<file path="src/logic/hssc_cfg.svh">
// Purpose: constants for the high-side switch and secondary regulator control
// Assumes: 100 MHz clock, four outputs, two timers, two pwm generators
// Notes: configuration codes are three bits per output
`ifndef HSSC_CFG_SVH
`define HSSC_CFG_SVH

`define HSSC_NUM_OUT 4
// configuration codes
`define HSSC_CFG_OFF 3'h0
`define HSSC_CFG_ON 3'h1
`define HSSC_CFG_TMR1 3'h2
`define HSSC_CFG_TMR2 3'h3
`define HSSC_CFG_PWM1 3'h4
`define HSSC_CFG_PWM2 3'h5
// reset values
`define HSSC_CFG_RST 12'h000
`define HSSC_REG_EN_RST 1'b0
// timing
`define HSSC_CLK_HZ 100000000
`define HSSC_OC_FILTER_US 16
`define HSSC_OC_FILTER_CYC (`HSSC_OC_FILTER_US * (`HSSC_CLK_HZ / 1000000))
`define HSSC_PWM_LO_HZ 200
`define HSSC_PWM_HI_HZ 400
// one pwm step is a period divided by 256
`define HSSC_PWM_STEP_LO (`HSSC_CLK_HZ / (`HSSC_PWM_LO_HZ * 256))
`define HSSC_PWM_STEP_HI (`HSSC_CLK_HZ / (`HSSC_PWM_HI_HZ * 256))

`endif

</file>
<file path="src/logic/hssc_pkg.sv">
// Purpose: shared types for the high-side switch control
// Assumes: nothing beyond the constants header
// Notes: chip mode code is one-hot
package hssc_pkg;
    // chip modes as supplied by the mode controller
    typedef enum logic [4:0]
    {
        HSSC_MODE_NORMAL = 5'h01,
        HSSC_MODE_STOP = 5'h02,
        HSSC_MODE_SLEEP = 5'h04,
        HSSC_MODE_RESTART = 5'h08,
        HSSC_MODE_FAILSAFE = 5'h10
    } hssc_mode_e;

    typedef logic [2:0] hssc_code_t;
endpackage

</file>
<file path="src/logic/hssc_pwm_gen.sv">
// Purpose: one 8-bit pwm generator with two period choices
// Assumes: duty 0 means always low, 255 means high 255 of 256 steps
// Notes: period restarts cleanly on frequency change
`include "hssc_cfg.svh"
module hssc_pwm_gen
(
    // clock and reset
    input wire logic clk_i,
    input wire logic rst_n_i,
    // configuration
    input wire logic [7:0] duty_i,
    input wire logic freq_hi_i,
    // output
    output logic pwm_o
);
    logic [15:0] div_reg;
    logic [7:0] step_reg;
    logic freq_hi_reg;
    logic [15:0] step_len;

    // step length from the selected period
    assign step_len = freq_hi_reg ? 16'(`HSSC_PWM_STEP_HI - 1)
                                  : 16'(`HSSC_PWM_STEP_LO - 1);

    // prescaler and step counter, restarted when the period changes
    always_ff @(posedge clk_i or negedge rst_n_i)
    begin
        if (!rst_n_i)
        begin
            div_reg <= 16'h0000;
            step_reg <= 8'h00;
            freq_hi_reg <= 1'b0;
        end
        else if (freq_hi_reg != freq_hi_i)
        begin
            freq_hi_reg <= freq_hi_i;
            div_reg <= 16'h0000;
            step_reg <= 8'h00;
        end
        else if (div_reg >= step_len)
        begin
            div_reg <= 16'h0000;
            step_reg <= step_reg + 8'h01;
        end
        else
        begin
            div_reg <= div_reg + 16'h0001;
        end
    end

    // compare stage, registered
    always_ff @(posedge clk_i or negedge rst_n_i)
    begin
        if (!rst_n_i)
            pwm_o <= 1'b0;
        else
            pwm_o <= (step_reg < duty_i);
    end
endmodule

</file>
<file path="src/logic/hssc_oc_filter.sv">
// Purpose: over-current persistence filter for one output
// Assumes: raw indication synchronous to clk_i
// Notes: any drop of the indication restarts the count
`include "hssc_cfg.svh"
module hssc_oc_filter
(
    // clock and reset
    input wire logic clk_i,
    input wire logic rst_n_i,
    // indication
    input wire logic oc_raw_i,
    // qualified trip, one cycle
    output logic trip_o
);
    localparam logic [10:0] FILT_CYC = 11'(`HSSC_OC_FILTER_CYC);
    logic [10:0] cnt_reg;

    // trip only once the indication has held longer than the filter time
    always_ff @(posedge clk_i or negedge rst_n_i)
    begin
        if (!rst_n_i)
        begin
            cnt_reg <= 11'h000;
            trip_o <= 1'b0;
        end
        else
        begin
            trip_o <= 1'b0;
            if (!oc_raw_i)
                cnt_reg <= 11'h000;
            else if (cnt_reg < FILT_CYC)
                cnt_reg <= cnt_reg + 11'h001;
            else
            begin
                cnt_reg <= 11'h000;
                trip_o <= 1'b1;
            end
        end
    end
endmodule

</file>
<file path="src/logic/hssc_top.sv">
// Purpose: control of four high-side outputs and the secondary regulator
// Assumes: mode, supply flags and sense inputs synchronous to clk_i
// Notes: config written via cfg_wr_i; statuses cleared by write-one strobes
`include "hssc_cfg.svh"
module hssc_top
(
    // clock and reset
    input wire logic clk_i,
    input wire logic rst_n_i,
    // chip mode
    input wire hssc_pkg::hssc_mode_e mode_i,
    // output configuration write (3 bits per output)
    input wire logic cfg_wr_i,
    input wire logic [11:0] cfg_data_i,
    // pwm setup
    input wire logic [7:0] pwm_duty_a_i,
    input wire logic [7:0] pwm_duty_b_i,
    input wire logic [1:0] pwm_freq_hi_i,
    // timer levels from the internal timers
    input wire logic [1:0] timer_i,
    // supply fault handling controls
    input wire logic overvolt_shutdown_disable_i,
    input wire logic undervolt_shutdown_disable_i,
    input wire logic supply_fault_recovery_enable_i,
    // supply fault indications
    input wire logic switch_supply_overvolt_i,
    input wire logic switch_supply_undervolt_i,
    // per-output sense
    input wire logic [3:0] overcurrent_i,
    input wire logic [3:0] open_load_i,
    // status clear strobes, write one to clear
    input wire logic [3:0] oc_clr_i,
    input wire logic [3:0] ol_clr_i,
    input wire logic ov_clr_i,
    input wire logic uv_clr_i,
    // regulator enable write
    input wire logic reg_en_wr_i,
    input wire logic reg_en_i,
    // outputs
    output logic [3:0] high_side_output_o,
    output logic secondary_regulator_en_o,
    output logic [11:0] cfg_o,
    output logic [3:0] output_overcurrent_flag_o,
    output logic [3:0] output_open_load_flag_o,
    output logic switch_supply_overvolt_flag_o,
    output logic switch_supply_undervolt_flag_o,
    output logic cfg_rejected_o
);
    // ------------------------------------------------------------
    // internal signals
    // ------------------------------------------------------------
    hssc_pkg::hssc_mode_e mode_reg;
    logic [11:0] cfg_reg;
    logic [11:0] cfg_next;
    logic [3:0] oc_trip;
    logic [1:0] pwm;
    logic [3:0] drive;
    logic ov_act;
    logic uv_act;
    logic fault_act;
    logic fault_prev_reg;
    logic fault_end;
    logic enter_off;
    logic reg_en_reg;
    logic reg_latch_off_reg;

    // decode one configuration code into a drive level
    function automatic logic code_drive(input hssc_pkg::hssc_code_t code,
                                        input logic [1:0] tmr,
                                        input logic [1:0] pw);
        logic d;
        d = 1'b0;
        unique case (code)
            `HSSC_CFG_ON: d = 1'b1;
            `HSSC_CFG_TMR1: d = tmr[0];
            `HSSC_CFG_TMR2: d = tmr[1];
            `HSSC_CFG_PWM1: d = pw[0];
            `HSSC_CFG_PWM2: d = pw[1];
            default: d = 1'b0;
        endcase
        return d;
    endfunction

    // ------------------------------------------------------------
    // sub blocks
    // ------------------------------------------------------------
    hssc_pwm_gen u_pwm_a
    (
        .clk_i(clk_i),
        .rst_n_i(rst_n_i),
        .duty_i(pwm_duty_a_i),
        .freq_hi_i(pwm_freq_hi_i[0]),
        .pwm_o(pwm[0])
    );

    hssc_pwm_gen u_pwm_b
    (
        .clk_i(clk_i),
        .rst_n_i(rst_n_i),
        .duty_i(pwm_duty_b_i),
        .freq_hi_i(pwm_freq_hi_i[1]),
        .pwm_o(pwm[1])
    );

    genvar gi;
    generate
        for (gi = 0; gi < `HSSC_NUM_OUT; gi = gi + 1)
        begin : g_oc
            hssc_oc_filter u_filt
            (
                .clk_i(clk_i),
                .rst_n_i(rst_n_i),
                .oc_raw_i(overcurrent_i[gi] & high_side_output_o[gi]),
                .trip_o(oc_trip[gi])
            );
        end
    endgenerate

    // ------------------------------------------------------------
    // mode tracking and supply fault qualification
    // ------------------------------------------------------------
    // mode history catches entry into restart and fail-safe
    always_ff @(posedge clk_i or negedge rst_n_i)
    begin
        if (!rst_n_i)
            mode_reg <= hssc_pkg::HSSC_MODE_NORMAL;
        else
            mode_reg <= mode_i;
    end

    assign enter_off = (mode_i != mode_reg) &&
                       (mode_i == hssc_pkg::HSSC_MODE_RESTART ||
                        mode_i == hssc_pkg::HSSC_MODE_FAILSAFE);
    assign ov_act = switch_supply_overvolt_i &
                    ~overvolt_shutdown_disable_i;
    assign uv_act = switch_supply_undervolt_i &
                    ~undervolt_shutdown_disable_i;
    assign fault_act = ov_act | uv_act;
    assign fault_end = fault_prev_reg & ~fault_act;

    // remember whether a shutdown was active to see its end
    always_ff @(posedge clk_i or negedge rst_n_i)
    begin
        if (!rst_n_i)
            fault_prev_reg <= 1'b0;
        else
            fault_prev_reg <= fault_act;
    end

    // ------------------------------------------------------------
    // output configuration
    // ------------------------------------------------------------
    // writes accepted in normal mode only; hardware clears win over writes
    always_comb
    begin
        cfg_next = cfg_reg;
        if (cfg_wr_i && mode_i == hssc_pkg::HSSC_MODE_NORMAL)
            cfg_next = cfg_data_i;
        if (enter_off)
            cfg_next = `HSSC_CFG_RST;
        if (fault_end && !supply_fault_recovery_enable_i)
            cfg_next = `HSSC_CFG_RST;
        for (int i = 0; i < `HSSC_NUM_OUT; i++)
        begin
            if (oc_trip[i])
                cfg_next[i*3 +: 3] = `HSSC_CFG_OFF;
        end
    end

    always_ff @(posedge clk_i or negedge rst_n_i)
    begin
        if (!rst_n_i)
            cfg_reg <= `HSSC_CFG_RST;
        else
            cfg_reg <= cfg_next;
    end

    // a write outside normal mode is refused and flagged for a cycle
    always_ff @(posedge clk_i or negedge rst_n_i)
    begin
        if (!rst_n_i)
            cfg_rejected_o <= 1'b0;
        else
            cfg_rejected_o <= cfg_wr_i &&
                              mode_i != hssc_pkg::HSSC_MODE_NORMAL;
    end

    // ------------------------------------------------------------
    // output drive
    // ------------------------------------------------------------
    // pwm and timer levels act as soon as the code selects them
    always_comb
    begin
        for (int i = 0; i < `HSSC_NUM_OUT; i++)
            drive[i] = code_drive(cfg_reg[i*3 +: 3], timer_i, pwm);
    end

    // forced off in restart/fail-safe and during an active supply fault
    always_ff @(posedge clk_i or negedge rst_n_i)
    begin
        if (!rst_n_i)
            high_side_output_o <= 4'h0;
        else if (mode_i == hssc_pkg::HSSC_MODE_RESTART ||
                 mode_i == hssc_pkg::HSSC_MODE_FAILSAFE)
            high_side_output_o <= 4'h0;
        else if (fault_act)
            high_side_output_o <= 4'h0;
        // config clears at this edge, so old codes must not drive meanwhile
        else if (fault_end && !supply_fault_recovery_enable_i)
            high_side_output_o <= 4'h0;
        else
            high_side_output_o <= drive & ~oc_trip;
    end

    always_ff @(posedge clk_i or negedge rst_n_i)
    begin
        if (!rst_n_i)
            cfg_o <= `HSSC_CFG_RST;
        else
            cfg_o <= cfg_next;
    end

    // ------------------------------------------------------------
    // status flags
    // ------------------------------------------------------------
    // sticky; set wins over clear, clear needs the condition gone
    always_ff @(posedge clk_i or negedge rst_n_i)
    begin
        if (!rst_n_i)
            output_overcurrent_flag_o <= 4'h0;
        else
            output_overcurrent_flag_o <= oc_trip |
                (output_overcurrent_flag_o &
                 ~(oc_clr_i & ~overcurrent_i));
    end

    // open load only counts while the output is on; output left alone
    always_ff @(posedge clk_i or negedge rst_n_i)
    begin
        if (!rst_n_i)
            output_open_load_flag_o <= 4'h0;
        else
            output_open_load_flag_o <= (open_load_i & high_side_output_o) |
                (output_open_load_flag_o &
                 ~(ol_clr_i & ~open_load_i));
    end

    // supply fault flags are the only report for those events
    always_ff @(posedge clk_i or negedge rst_n_i)
    begin
        if (!rst_n_i)
        begin
            switch_supply_overvolt_flag_o <= 1'b0;
            switch_supply_undervolt_flag_o <= 1'b0;
        end
        else
        begin
            switch_supply_overvolt_flag_o <= switch_supply_overvolt_i |
                (switch_supply_overvolt_flag_o &
                 ~(ov_clr_i & ~switch_supply_overvolt_i));
            switch_supply_undervolt_flag_o <= switch_supply_undervolt_i |
                (switch_supply_undervolt_flag_o &
                 ~(uv_clr_i & ~switch_supply_undervolt_i));
        end
    end

    // ------------------------------------------------------------
    // secondary regulator
    // ------------------------------------------------------------
    // enable setting only changes in normal mode; restart clears it
    always_ff @(posedge clk_i or negedge rst_n_i)
    begin
        if (!rst_n_i)
            reg_en_reg <= `HSSC_REG_EN_RST;
        else if (mode_i == hssc_pkg::HSSC_MODE_RESTART &&
                 mode_reg != hssc_pkg::HSSC_MODE_RESTART)
            reg_en_reg <= 1'b0;
        else if (reg_en_wr_i && mode_i == hssc_pkg::HSSC_MODE_NORMAL)
            reg_en_reg <= reg_en_i;
    end

    // latch-off held until the host writes an enable again
    always_ff @(posedge clk_i or negedge rst_n_i)
    begin
        if (!rst_n_i)
            reg_latch_off_reg <= 1'b0;
        else if (mode_i == hssc_pkg::HSSC_MODE_RESTART)
            reg_latch_off_reg <= 1'b1;
        else if (reg_en_wr_i && reg_en_i &&
                 mode_i == hssc_pkg::HSSC_MODE_NORMAL)
            reg_latch_off_reg <= 1'b0;
    end

    // active in normal, stop and sleep; never in fail-safe or restart
    always_ff @(posedge clk_i or negedge rst_n_i)
    begin
        if (!rst_n_i)
            secondary_regulator_en_o <= 1'b0;
        else
            secondary_regulator_en_o <= reg_en_reg & ~reg_latch_off_reg &
                (mode_i == hssc_pkg::HSSC_MODE_NORMAL ||
                 mode_i == hssc_pkg::HSSC_MODE_STOP ||
                 mode_i == hssc_pkg::HSSC_MODE_SLEEP);
    end
endmodule

</file>
<file path="config.mk">
export PLATFORM = sky130hd
export DESIGN_NAME = hssc_top
export DESIGN_NICKNAME = d
export VERILOG_FILES = /design/src/logic/hssc_pkg.sv /design/src/logic/hssc_pwm_gen.sv /design/src/logic/hssc_oc_filter.sv /design/src/logic/hssc_top.sv
export VERILOG_INCLUDE_DIRS = /design/src /design/src/logic
export SDC_FILE = /design/constraint.sdc
export NUM_CORES = 1
export LEC_CHECK = 0
export BUFFER_PORTS_ARGS = -buffer_cell sky130_fd_sc_hd__buf_2
export CELL_PAD_IN_SITES_DETAIL_PLACEMENT = 0
export CELL_PAD_IN_SITES_GLOBAL_PLACEMENT = 1
export CORE_AREA = 2 2 126 128
export CTS_BUF_LIST = sky130_fd_sc_hd__clkbuf_2
export DETAILED_ROUTE_END_ITERATION = 10
export DIE_AREA = 0 0 128 130
export HOLD_SLACK_MARGIN = 0.05
export PLACE_DENSITY_LB_ADDON = 0.1
export SETUP_SLACK_MARGIN = 0.5
export SLEW_MARGIN = 20
export SYNTH_ARGS = -nofsm -noshare
export SYNTH_HDL_FRONTEND = slang
export SYNTH_HIERARCHICAL = 1
export SYNTH_SLANG_ARGS = --single-unit
</file>
<file path="constraint.sdc">
create_clock -name clk_i -period 2.6 [get_ports clk_i]
set_clock_uncertainty 0.1 [all_clocks]
set_input_delay 0.39 -clock clk_i [delete_from_list [all_inputs] [get_ports clk_i]]
set_output_delay 0.39 -clock clk_i [all_outputs]
set_load 0.005 [all_outputs]
</file>
==> impl_metrics.ini, run 1 <==
[cts]
cts_tree = yes
clk_latency_ns = 0.69
clockRootBuffer = clkbuf_2
clk_pin_slew_worst_paths_ns = 0.20
htreeDepth = 4
clockBufferDepth = 2
cts_inserted_buffers = 17
clock_sinks = 136

[die]
coreArea_um2 = 15400
initial_utilization = 0.459
die-width_um = 128
io_pins = 93
fp.dieH_um = 130
die_area_um2 = 16600
rows = 46

[pwr]
leakage_nw = 4.16
switchingPower_mw = 1.06
total_power_mw = 4.14
p_int_mw = 3.08
vdd_drop_max_v = 0.000280
combPwrFrac = 0.126
switching_share = 0.255
pwr-share-clk = 0.334
power_density_nw_per_um2 = 451
seq_power_share = 0.540

[global_routing]
first_global_vias = 5558
grt_use_total = 0.193
grt_max_degree = 50
grt_pass1_wl_um = 25800
grt_overflow = 0
antenna_found_initial = 0

[logic_synthesis]
yosysTopAreaCellShare = 0.477
async_flop_share = 1.00
synthesis.instances = 681
yosys-top-cells-area = dfrtp_1, ha_1, mux2i_1, xor2_1, a21oi_1
yosysWarnings = 6
ys_seq_area_frac = 0.480
syn_area_um2 = 7090
syn_area_per_cell_um2 = 10.4
ys_types = 53
yosysTopAreaCell = dfrtp_1
ys.flop_type = dfrtp_1
ys_seq_elements = 136
synth_edf_count = 0

[setup_path]
r2r_slack_ns = 0.43
critPathMaxFanout = 6
cp-end-kind = register
slowest_delay_ns = 0.51
crit_chain = inv_2 > ha_1 > o21a_1 > o2111ai_4 > nor3_1 > buf_4 > o2111ai_2 > mux2i_1
ff2ff_path_depth = 8
regToRegStartpoint = u_pwm_a/freq_hi_reg
crit_start = u_pwm_a/freq_hi_reg
path_buf_inv = 2
cp.depth = 8
worstSetupPathType = register to register
arrival_ns = 2.71
critPathTopFamily = compound AO/OA/AOI/OAI gates
crit_path_top_delay_cell = dfrtp_2
start_kind = register
cp.required_ns = 3.14

[detailed_routing]
met3WireLength_um = 578
top_layer_used = met4
vias = 5697
antenna_left = 0
wl_met2_um = 7560
routed_via_density = 5.26
drt_pass1_iterations = 6
wire_per_inst_um = 14.5
drc = 0
wl_um = 15700
drt_iter0_drc = 346
met1_length_um = 7440

[hold_path]
hold_depth = 5
hold_path.class = input pin to register
hp-start = pwm_duty_a_i[5]

[place]
io_buffer_count = 92
hpwlAfterDp_um = 10600
globalplace.congestion = 0.798

[final_layout]
largest_register_ffs = 44
nets = 979
layout_common_cells = dfrtp_1, buf_2, dlygate4sd3_1
area_growth_pct = 29.6
antenna_cells = 0
drive_gt1_frac = 0.284
fillers = 1354
final_common_cell = dfrtp_1

[sta]
setup-tns-final_ns = 0
setup_viol = 0
slew_viol_final = 0
rsz0062_at_grt = yes
fin_crit_ns = 2.17
hold_viol = 0
period_share = 0.835
fmaxAchievable_ghz = 0.461

[outcome]
status = complete, no violations

[flow_run]
cap_violations = 0
## cells by family after synthesis
family | synth area share
adders and majority gates | 0.0636
muxes | 0.0353
xor gates and xnor gates | 0.0531
other | 0.00106
DFF | 0.480
buffers and inverters | 0.0346
AOI/OAI and AO/OA | 0.124
and+or+nand+nor | 0.208
## worst register-to-register path: stages, from the launching register on
cell,delay (ns)
dfrtp_2,0.51
inv_2,0.13
ha_1,0.24
o21a_1,0.21
o2111ai_4,0.26
nor3_1,0.08
buf_4,0.17
o2111ai_2,0.21
mux2i_1,0.20
## repair_timing
item                                    in CTS  in global routing
endpoints found under the setup margin      40                 50
pin swaps                                    5                 27
endpoints found under the hold margin      203                  0
setup buffers                                8                  9
cloned                                       0                  2
resized for setup                           16                 45
hold buffers                                59                  0
## Yosys cell counts, types with 5 or more instances
cell type,count
dfrtp_1,135
inv_1,47
nand2_1,45
a21oi_1,36
ha_1,36
nor2_1,34
nand3_1,31
o21ai_0,31
mux2i_1,25
xor2_1,25
nand2b_1,22
nor2_2,20
nor3_1,18
xnor2_1,18
or3_2,12
a21o_1,10
nand4_1,10
nor3_2,10
or3_1,10
and3_1,9
and2_1,6
o2111ai_1,6
a21boi_0,5
nor3b_1,5
## cell type report
class	count	area [um^2]	area share
Multi-Input combinational cell	499	3810	0.415
Sequential cell	136	3410	0.371
Timing Repair Buffer	177	1290	0.141
Tap cell	192	240	0.0262
Inverter	47	179	0.0195
Clock inverter	11	154	0.0168
Clock buffer	21	105	0.0114
## power groups by stage
stage / registers (mW) / clock network (mW) / logic, mW
2_1_floorplan: 2.26 / 0 / 0.188
3_3_place_gp: 2.27 / 0 / 0.359
3_5_place_dp: 2.27 / 0 / 0.370
4_1_cts: 2.23 / 1.45 / 0.474
5_1_grt: 2.25 / 1.53 / 0.581
6_report: 2.24 / 1.38 / 0.521
## through the flow
step | hold slack [ns] | utilization | setup slack (ns) | instances | cell area, um^2
6_report | 0.152 | 0.595 | 0.430 | 1083 | 9190
2_1_floorplan | -0.00559 | - | 0.561 | 687 | 7130
3_3_place_gp | 0.282 | 0.509 | 0.355 | 973 | 7850
5_1_grt | 0.0837 | 0.595 | 0.310 | 1083 | 9190
4_1_cts | 0.0592 | 0.573 | 0.473 | 1072 | 8840
3_5_place_dp | 0.287 | 0.509 | 0.270 | 973 | 7850
## routing by layer
metal  vias to the layer above  track usage
li1                       2817            -
met1                      2757        0.251
met5                         -            0
met3                        13       0.0394
met2                       110        0.326
met4                         0       0.0633
## path summary, 6_finish.rpt
check | endpoint
worst max register to register | u_pwm_a/step_reg[4]
worst max-delay path | u_pwm_a/step_reg[4]
worst min register to register | g_oc[0].u_filt/cnt_reg[0]
max in group asynchronous | g_oc[3].u_filt/cnt_reg[8]
min in group asynchronous | u_pwm_b/step_reg[7]
worst min-delay path | u_pwm_a/pwm_o
Note: power is estimated with default switching activity, not from simulation.
==> inputs of run 2 (changes only) <==
- CORE_AREA: 2 2 126 128 -> 2 2 132 134
- DIE_AREA: 0 0 128 130 -> 0 0 134 136
- clock period: 2.6 -> 1.8 ns (I/O delays scaled with it)
==> run 2 against run 1 <==
  * The run now ends with setup timing left
  * Fmax up 2.9%
  * First-iteration DRC count fell by 45%
  * Non-clock buffer count is 104 higher
  * Critical endpoint is now u_pwm_a/step_reg[6]
  * Largest cell class unchanged
==> impl_metrics.ini, run 2 (synthesis gave the netlist of run 1 again) <==
[outcome]
status = complete, but fails checks
violations = setup timing

[setup_path]
arrival_ns = 2.61
cp.required_ns = 2.30
crit_chain = inv_4 > ha_1 > a21oi_1 > a21o_1 > nand2_2 > o2111ai_2 > mux2i_1
cp-end-kind = register
slowest_delay_ns = 0.49
start_kind = register
critPathMaxFanout = 5
worstSetupPathType = register to register
crit_path_top_delay_cell = dfrtp_2

[detailed_routing]
drt_iter0_drc = 189
routed_via_density = 5.08
antenna_left = 0
drc = 0
wire_per_inst_um = 15.3
wl_um = 18700
drt_pass1_iterations = 4
vias = 6206

[global_routing]
grt_max_degree = 41
antenna_found_initial = 1
first_global_vias = 6115
grt_overflow = 0
grt_use_total = 0.202
grt_pass1_wl_um = 29600

[final_layout]
final_common_cell = dfrtp_1
largest_register_ffs = 44
final_util = 0.647
drive_gt1_frac = 0.457
layout_common_cells = dfrtp_1, buf_4, buf_2
area_growth_pct = 54.2
nets = 1085

[cts]
clk_pin_slew_worst_paths_ns = 0.18
cts_inserted_buffers = 17
clockBufferDepth = 2
cts_tree = yes
clock_sinks = 136
clockRootBuffer = clkbuf_2
clk_latency_ns = 0.69
htreeDepth = 4

[place]
io_buffer_count = 92
hpwlAfterDp_um = 11700
dp_slack_ns = -0.257
globalplace.congestion = 0.803

[die]
fp.dieH_um = 136
io_pins = 93
die_area_um2 = 18200
rows = 48
die-width_um = 134
initial_utilization = 0.420
coreArea_um2 = 16900

[pwr]
leakage_nw = 4.74
vdd_drop_max_v = 0.000510
power_density_nw_per_um2 = 575
total_power_mw = 6.28

[sta]
setup_viol = 40
fin_crit_ns = 2.11
setup-tns-final_ns = -9.83
slew_viol_final = 0
period_share = 1.17
setup_slack_ns = -0.309
rsz0062_at_grt = yes
hold_viol = 0
fmaxAchievable_ghz = 0.474
holdWs_ns = 0.123

[hold_path]
hold_path.class = input pin to register

[flow_run]
cap_violations = 0
run 2: cell types whose count changed in the layout (fill, tap and decap cells not counted), sizes merged:
cell	previous run	this run
clkinvlp	1	0
buf	118	213
nand2	47	51
clkbuf	21	19
clkinv	6	7
a21o	12	10
diode	0	1
bufinv	4	5
dlygate4sd3	58	66
run 2: layout make-up:
type / instances / area, um^2
Fill cell: 1334 / 5950
Multi-Input combinational cell: 501 / 4550
Sequential cell: 136 / 3430
Timing Repair Buffer: 281 / 2210
Tap cell: 225 / 282
Inverter: 47 / 186
Clock inverter: 12 / 183
Clock buffer: 18 / 90.1
Antenna cell: 1 / 2.50
run 2: layer usage:
| metal | wire, um | GRT usage |
|---|---|---|
| met2 | 9500 | 0.336 |
| met4 | 251 | 0.0585 |
| met1 | 8400 | 0.270 |
| met3 | 575 | 0.0399 |
| met5 | 0 | 0 |
run 2: power by group:
part | switching, mW | leakage (nW) | internal [mW]
logic | 0.444 | 2.77 | 0.500
registers | 0.0784 | 1.80 | 3.15
clock network | 1.09 | 0.168 | 1.02
total | 1.61 | 4.74 | 4.67
run 2: critical path, delay by kind of cell (launching register included):
kind	cells	cell delay, ns
DFF	1	0.49
adders and majority gates	1	0.29
AOI/OAI and AO/OA	3	0.72
and+or+nand+nor	1	0.15
buffers and inverters	1	0.10
muxes	1	0.19
run 2: stage by stage:
step / instances / area, um^2
after floorplan: 687 / 7270
after global routing: 1221 / 10900
after detailed placement: 1040 / 8350
after global placement: 1040 / 8350
after CTS: 1201 / 10300
final: 1221 / 10900
run 2: path summary, 6_finish.rpt:
kind                                         startpoint  slack (ns)                            to  cells past startpoint
max                                 u_pwm_a/freq_hi_reg       -0.31           u_pwm_a/step_reg[6]                      7
min                                           mode_i[1]        0.12             reg_latch_off_reg                      6
max reg2reg                         u_pwm_a/freq_hi_reg       -0.31           u_pwm_a/step_reg[6]                      7
min reg2reg                output_overcurrent_flag_o[0]        0.40  output_overcurrent_flag_o[0]                      1
max in group asynchronous                       rst_n_i        0.53                   mode_reg[0]                      4
min in group asynchronous                       rst_n_i        0.49     g_oc[0].u_filt/cnt_reg[4]                      3
run 2: repair_timing:
item	in CTS	in global routing
setup endpoints to repair	127	132
hold endpoints to repair	254	2
buffers inserted	61	17
gates cloned	4	1
pin swaps	73	42
resized for setup	124	103
hold buffers	66	2
==> inputs of run 3 (changes only) <==
- RECOVER_POWER: unset -> 50
==> run 3 against run 2 <==
  * The run still ends with setup timing left
  * Global-route usage is the same
  * Sequential power is essentially flat
  * Worst hold slack gained 0.027 ns
  * Setup slack lost 0.0066 ns
  * Routed wire length shrank 0.10%
  * Via count shrank 0.29%
  * Die area is the same
  * Total power shrank 0.20%
  * Critical path type unchanged
  * Largest power group unchanged
==> impl_metrics.ini, run 3 (synthesis gave the netlist of run 1 again) <==
[pwr]
combPwrFrac = 0.149
power_density_nw_per_um2 = 575
p_int_mw = 4.66
seq_power_share = 0.515
leakage_nw = 4.70
pwr-share-clk = 0.336
vdd_drop_max_v = 0.000510
switchingPower_mw = 1.60
switching_share = 0.256

[cts]
clockRootBuffer = clkbuf_2
clk_latency_ns = 0.69
htreeDepth = 4
clk_pin_slew_worst_paths_ns = 0.18
cts_tree = yes
cts_inserted_buffers = 17
clockBufferDepth = 2
clock_sinks = 136

[setup_path]
worstSetupPathType = register to register
arrival_ns = 2.62
cp.required_ns = 2.30
cp-end-kind = register
critPathMaxFanout = 5
start_kind = register
crit_path_top_delay_cell = dfrtp_2
crit_chain = inv_4 > ha_1 > a21oi_1 > a21o_1 > nand2_2 > o2111ai_2 > mux2i_1
slowest_delay_ns = 0.49

[die]
io_pins = 93
die-width_um = 134
coreArea_um2 = 16900
rows = 48
initial_utilization = 0.420
fp.dieH_um = 136
die_area_um2 = 18200

[detailed_routing]
drc = 0
antenna_left = 0
drt_iter0_drc = 204
wire_per_inst_um = 15.3
drt_pass1_iterations = 4
routed_via_density = 5.07
wl_um = 18700
vias = 6188

[place]
placed_area_um2 = 8350
globalplace.congestion = 0.803
io_buffer_count = 92
hpwlAfterDp_um = 11700

[sta]
slew_viol_final = 0
rsz0062_at_grt = yes
setup_slack_ns = -0.316
slew_headroom = 0.244
fmaxAchievable_ghz = 0.473
period_share = 1.18
hold_viol = 0
fin_crit_ns = 2.12
setup_viol = 40
worst_pin_slew_ns = 1.13

[global_routing]
use_met2 = 0.336
met1_usage = 0.270
first_global_vias = 6115
grt_use_total = 0.202
grt_max_degree = 41
grt_overflow = 0
grt-busiest-layer = met2
use_met3 = 0.0399
grt_pass1_wl_um = 29600
antenna_found_initial = 1

[final_layout]
drive_gt1_frac = 0.449
multi_input_area_um2 = 4540
nets = 1085
area_growth_pct = 53.7
final-seq-area_um2 = 3430
final_util = 0.646
fillers = 1339
largest_register_ffs = 44
final_area_um2 = 10900
layout_common_cells = dfrtp_1, buf_4, buf_2
final_common_cell = dfrtp_1

[outcome]
status = complete, but fails checks
violations = setup timing

[flow_run]
cap_violations = 0

[hold_path]
hold_path.class = input pin to register
## run 3: cell count changes in the layout (fill, tap and decap cells not counted)
| cell | previous run | this run |
|---|---|---|
| dlymetal6s4s_1 | 1 | 0 |
| clkbuf_1 | 0 | 7 |
| nor3_2 | 12 | 11 |
| buf_4 | 97 | 92 |
| buf_12 | 5 | 4 |
| clkbuf_2 | 18 | 19 |
| nor3_1 | 10 | 11 |
| clkbuf_4 | 0 | 5 |
| clkdlybuf4s25_1 | 0 | 1 |
| buf_2 | 91 | 84 |
## run 3: cell type report
| class | instances | area share |
|---|---|---|
| Timing Repair Buffer | 281 | 0.201 |
| Antenna cell | 1 | 0.000230 |
| Clock buffer | 18 | 0.00827 |
| Sequential cell | 136 | 0.315 |
| Inverter | 47 | 0.0171 |
| Clock inverter | 12 | 0.0168 |
| Tap cell | 225 | 0.0258 |
| Multi-Input combinational cell | 501 | 0.417 |
## run 3: critical path, delay by kind of cell (launching register included)
| family | cells | cell delay [ns] |
|---|---|---|
| fa+ha+maj | 1 | 0.28 |
| flops | 1 | 0.49 |
| mux | 1 | 0.19 |
| simple gates | 1 | 0.15 |
| compound gates | 3 | 0.72 |
| buf+inv | 1 | 0.10 |
## run 3: what timing repair did
item	CTS	global route
hold endpoints to repair	254	2
endpoints found under the setup margin	127	132
hold buffers	66	2
buffers inserted	61	17
gates cloned	4	1
pin swaps	73	42
gates resized for setup	124	103
## run 3: layer usage
| metal | vias up | share of wire |
|---|---|---|
| met1 | 3037 | 0.45 |
| met3 | 23 | 0.031 |
| met2 | 94 | 0.51 |
| li1 | 3034 | - |
| met5 | - | 0 |
| met4 | 0 | 0.013 |
## run 3: through the flow
stage	std cells	hold WS [ns]	power [mW]	setup slack, ns	TNS, ns
6_report	1221	0.149	6.27	-0.316	-9.82
3_5_place_dp	1040	0.125	3.88	-0.257	-6.89
2_1_floorplan	687	-0.126	3.55	-0.153	-2.91
3_3_place_gp	1040	0.119	3.86	-0.205	-5.67
5_1_grt	1221	0.110	6.59	-0.427	-16.38
4_1_cts	1201	0.0553	6.26	-0.316	-9.73
## run 3: power by group through the flow
stage                     Sequential (mW)  Clock [mW]  Combinational, mW
after floorplan                      3.27           0              0.283
after global placement               3.28           0              0.579
after detailed placement             3.28           0              0.598
final                                3.23        2.11              0.933
after global routing                 3.24        2.33               1.03
after CTS                            3.22        2.18              0.857
## run 3: final timing paths
path	from	end	depth (start not counted)	slack [ns]
worst min-delay path	pwm_duty_a_i[1]	u_pwm_a/pwm_o	7	0.15
min in group asynchronous	rst_n_i	g_oc[0].u_filt/cnt_reg[4]	3	0.75
worst max register to register	u_pwm_a/freq_hi_reg	u_pwm_a/step_reg[6]	7	-0.32
worst min register to register	output_overcurrent_flag_o[0]	output_overcurrent_flag_o[0]	1	0.40
max in group asynchronous	rst_n_i	mode_reg[0]	4	0.05
worst max-delay path	u_pwm_a/freq_hi_reg	u_pwm_a/step_reg[6]	7	-0.32
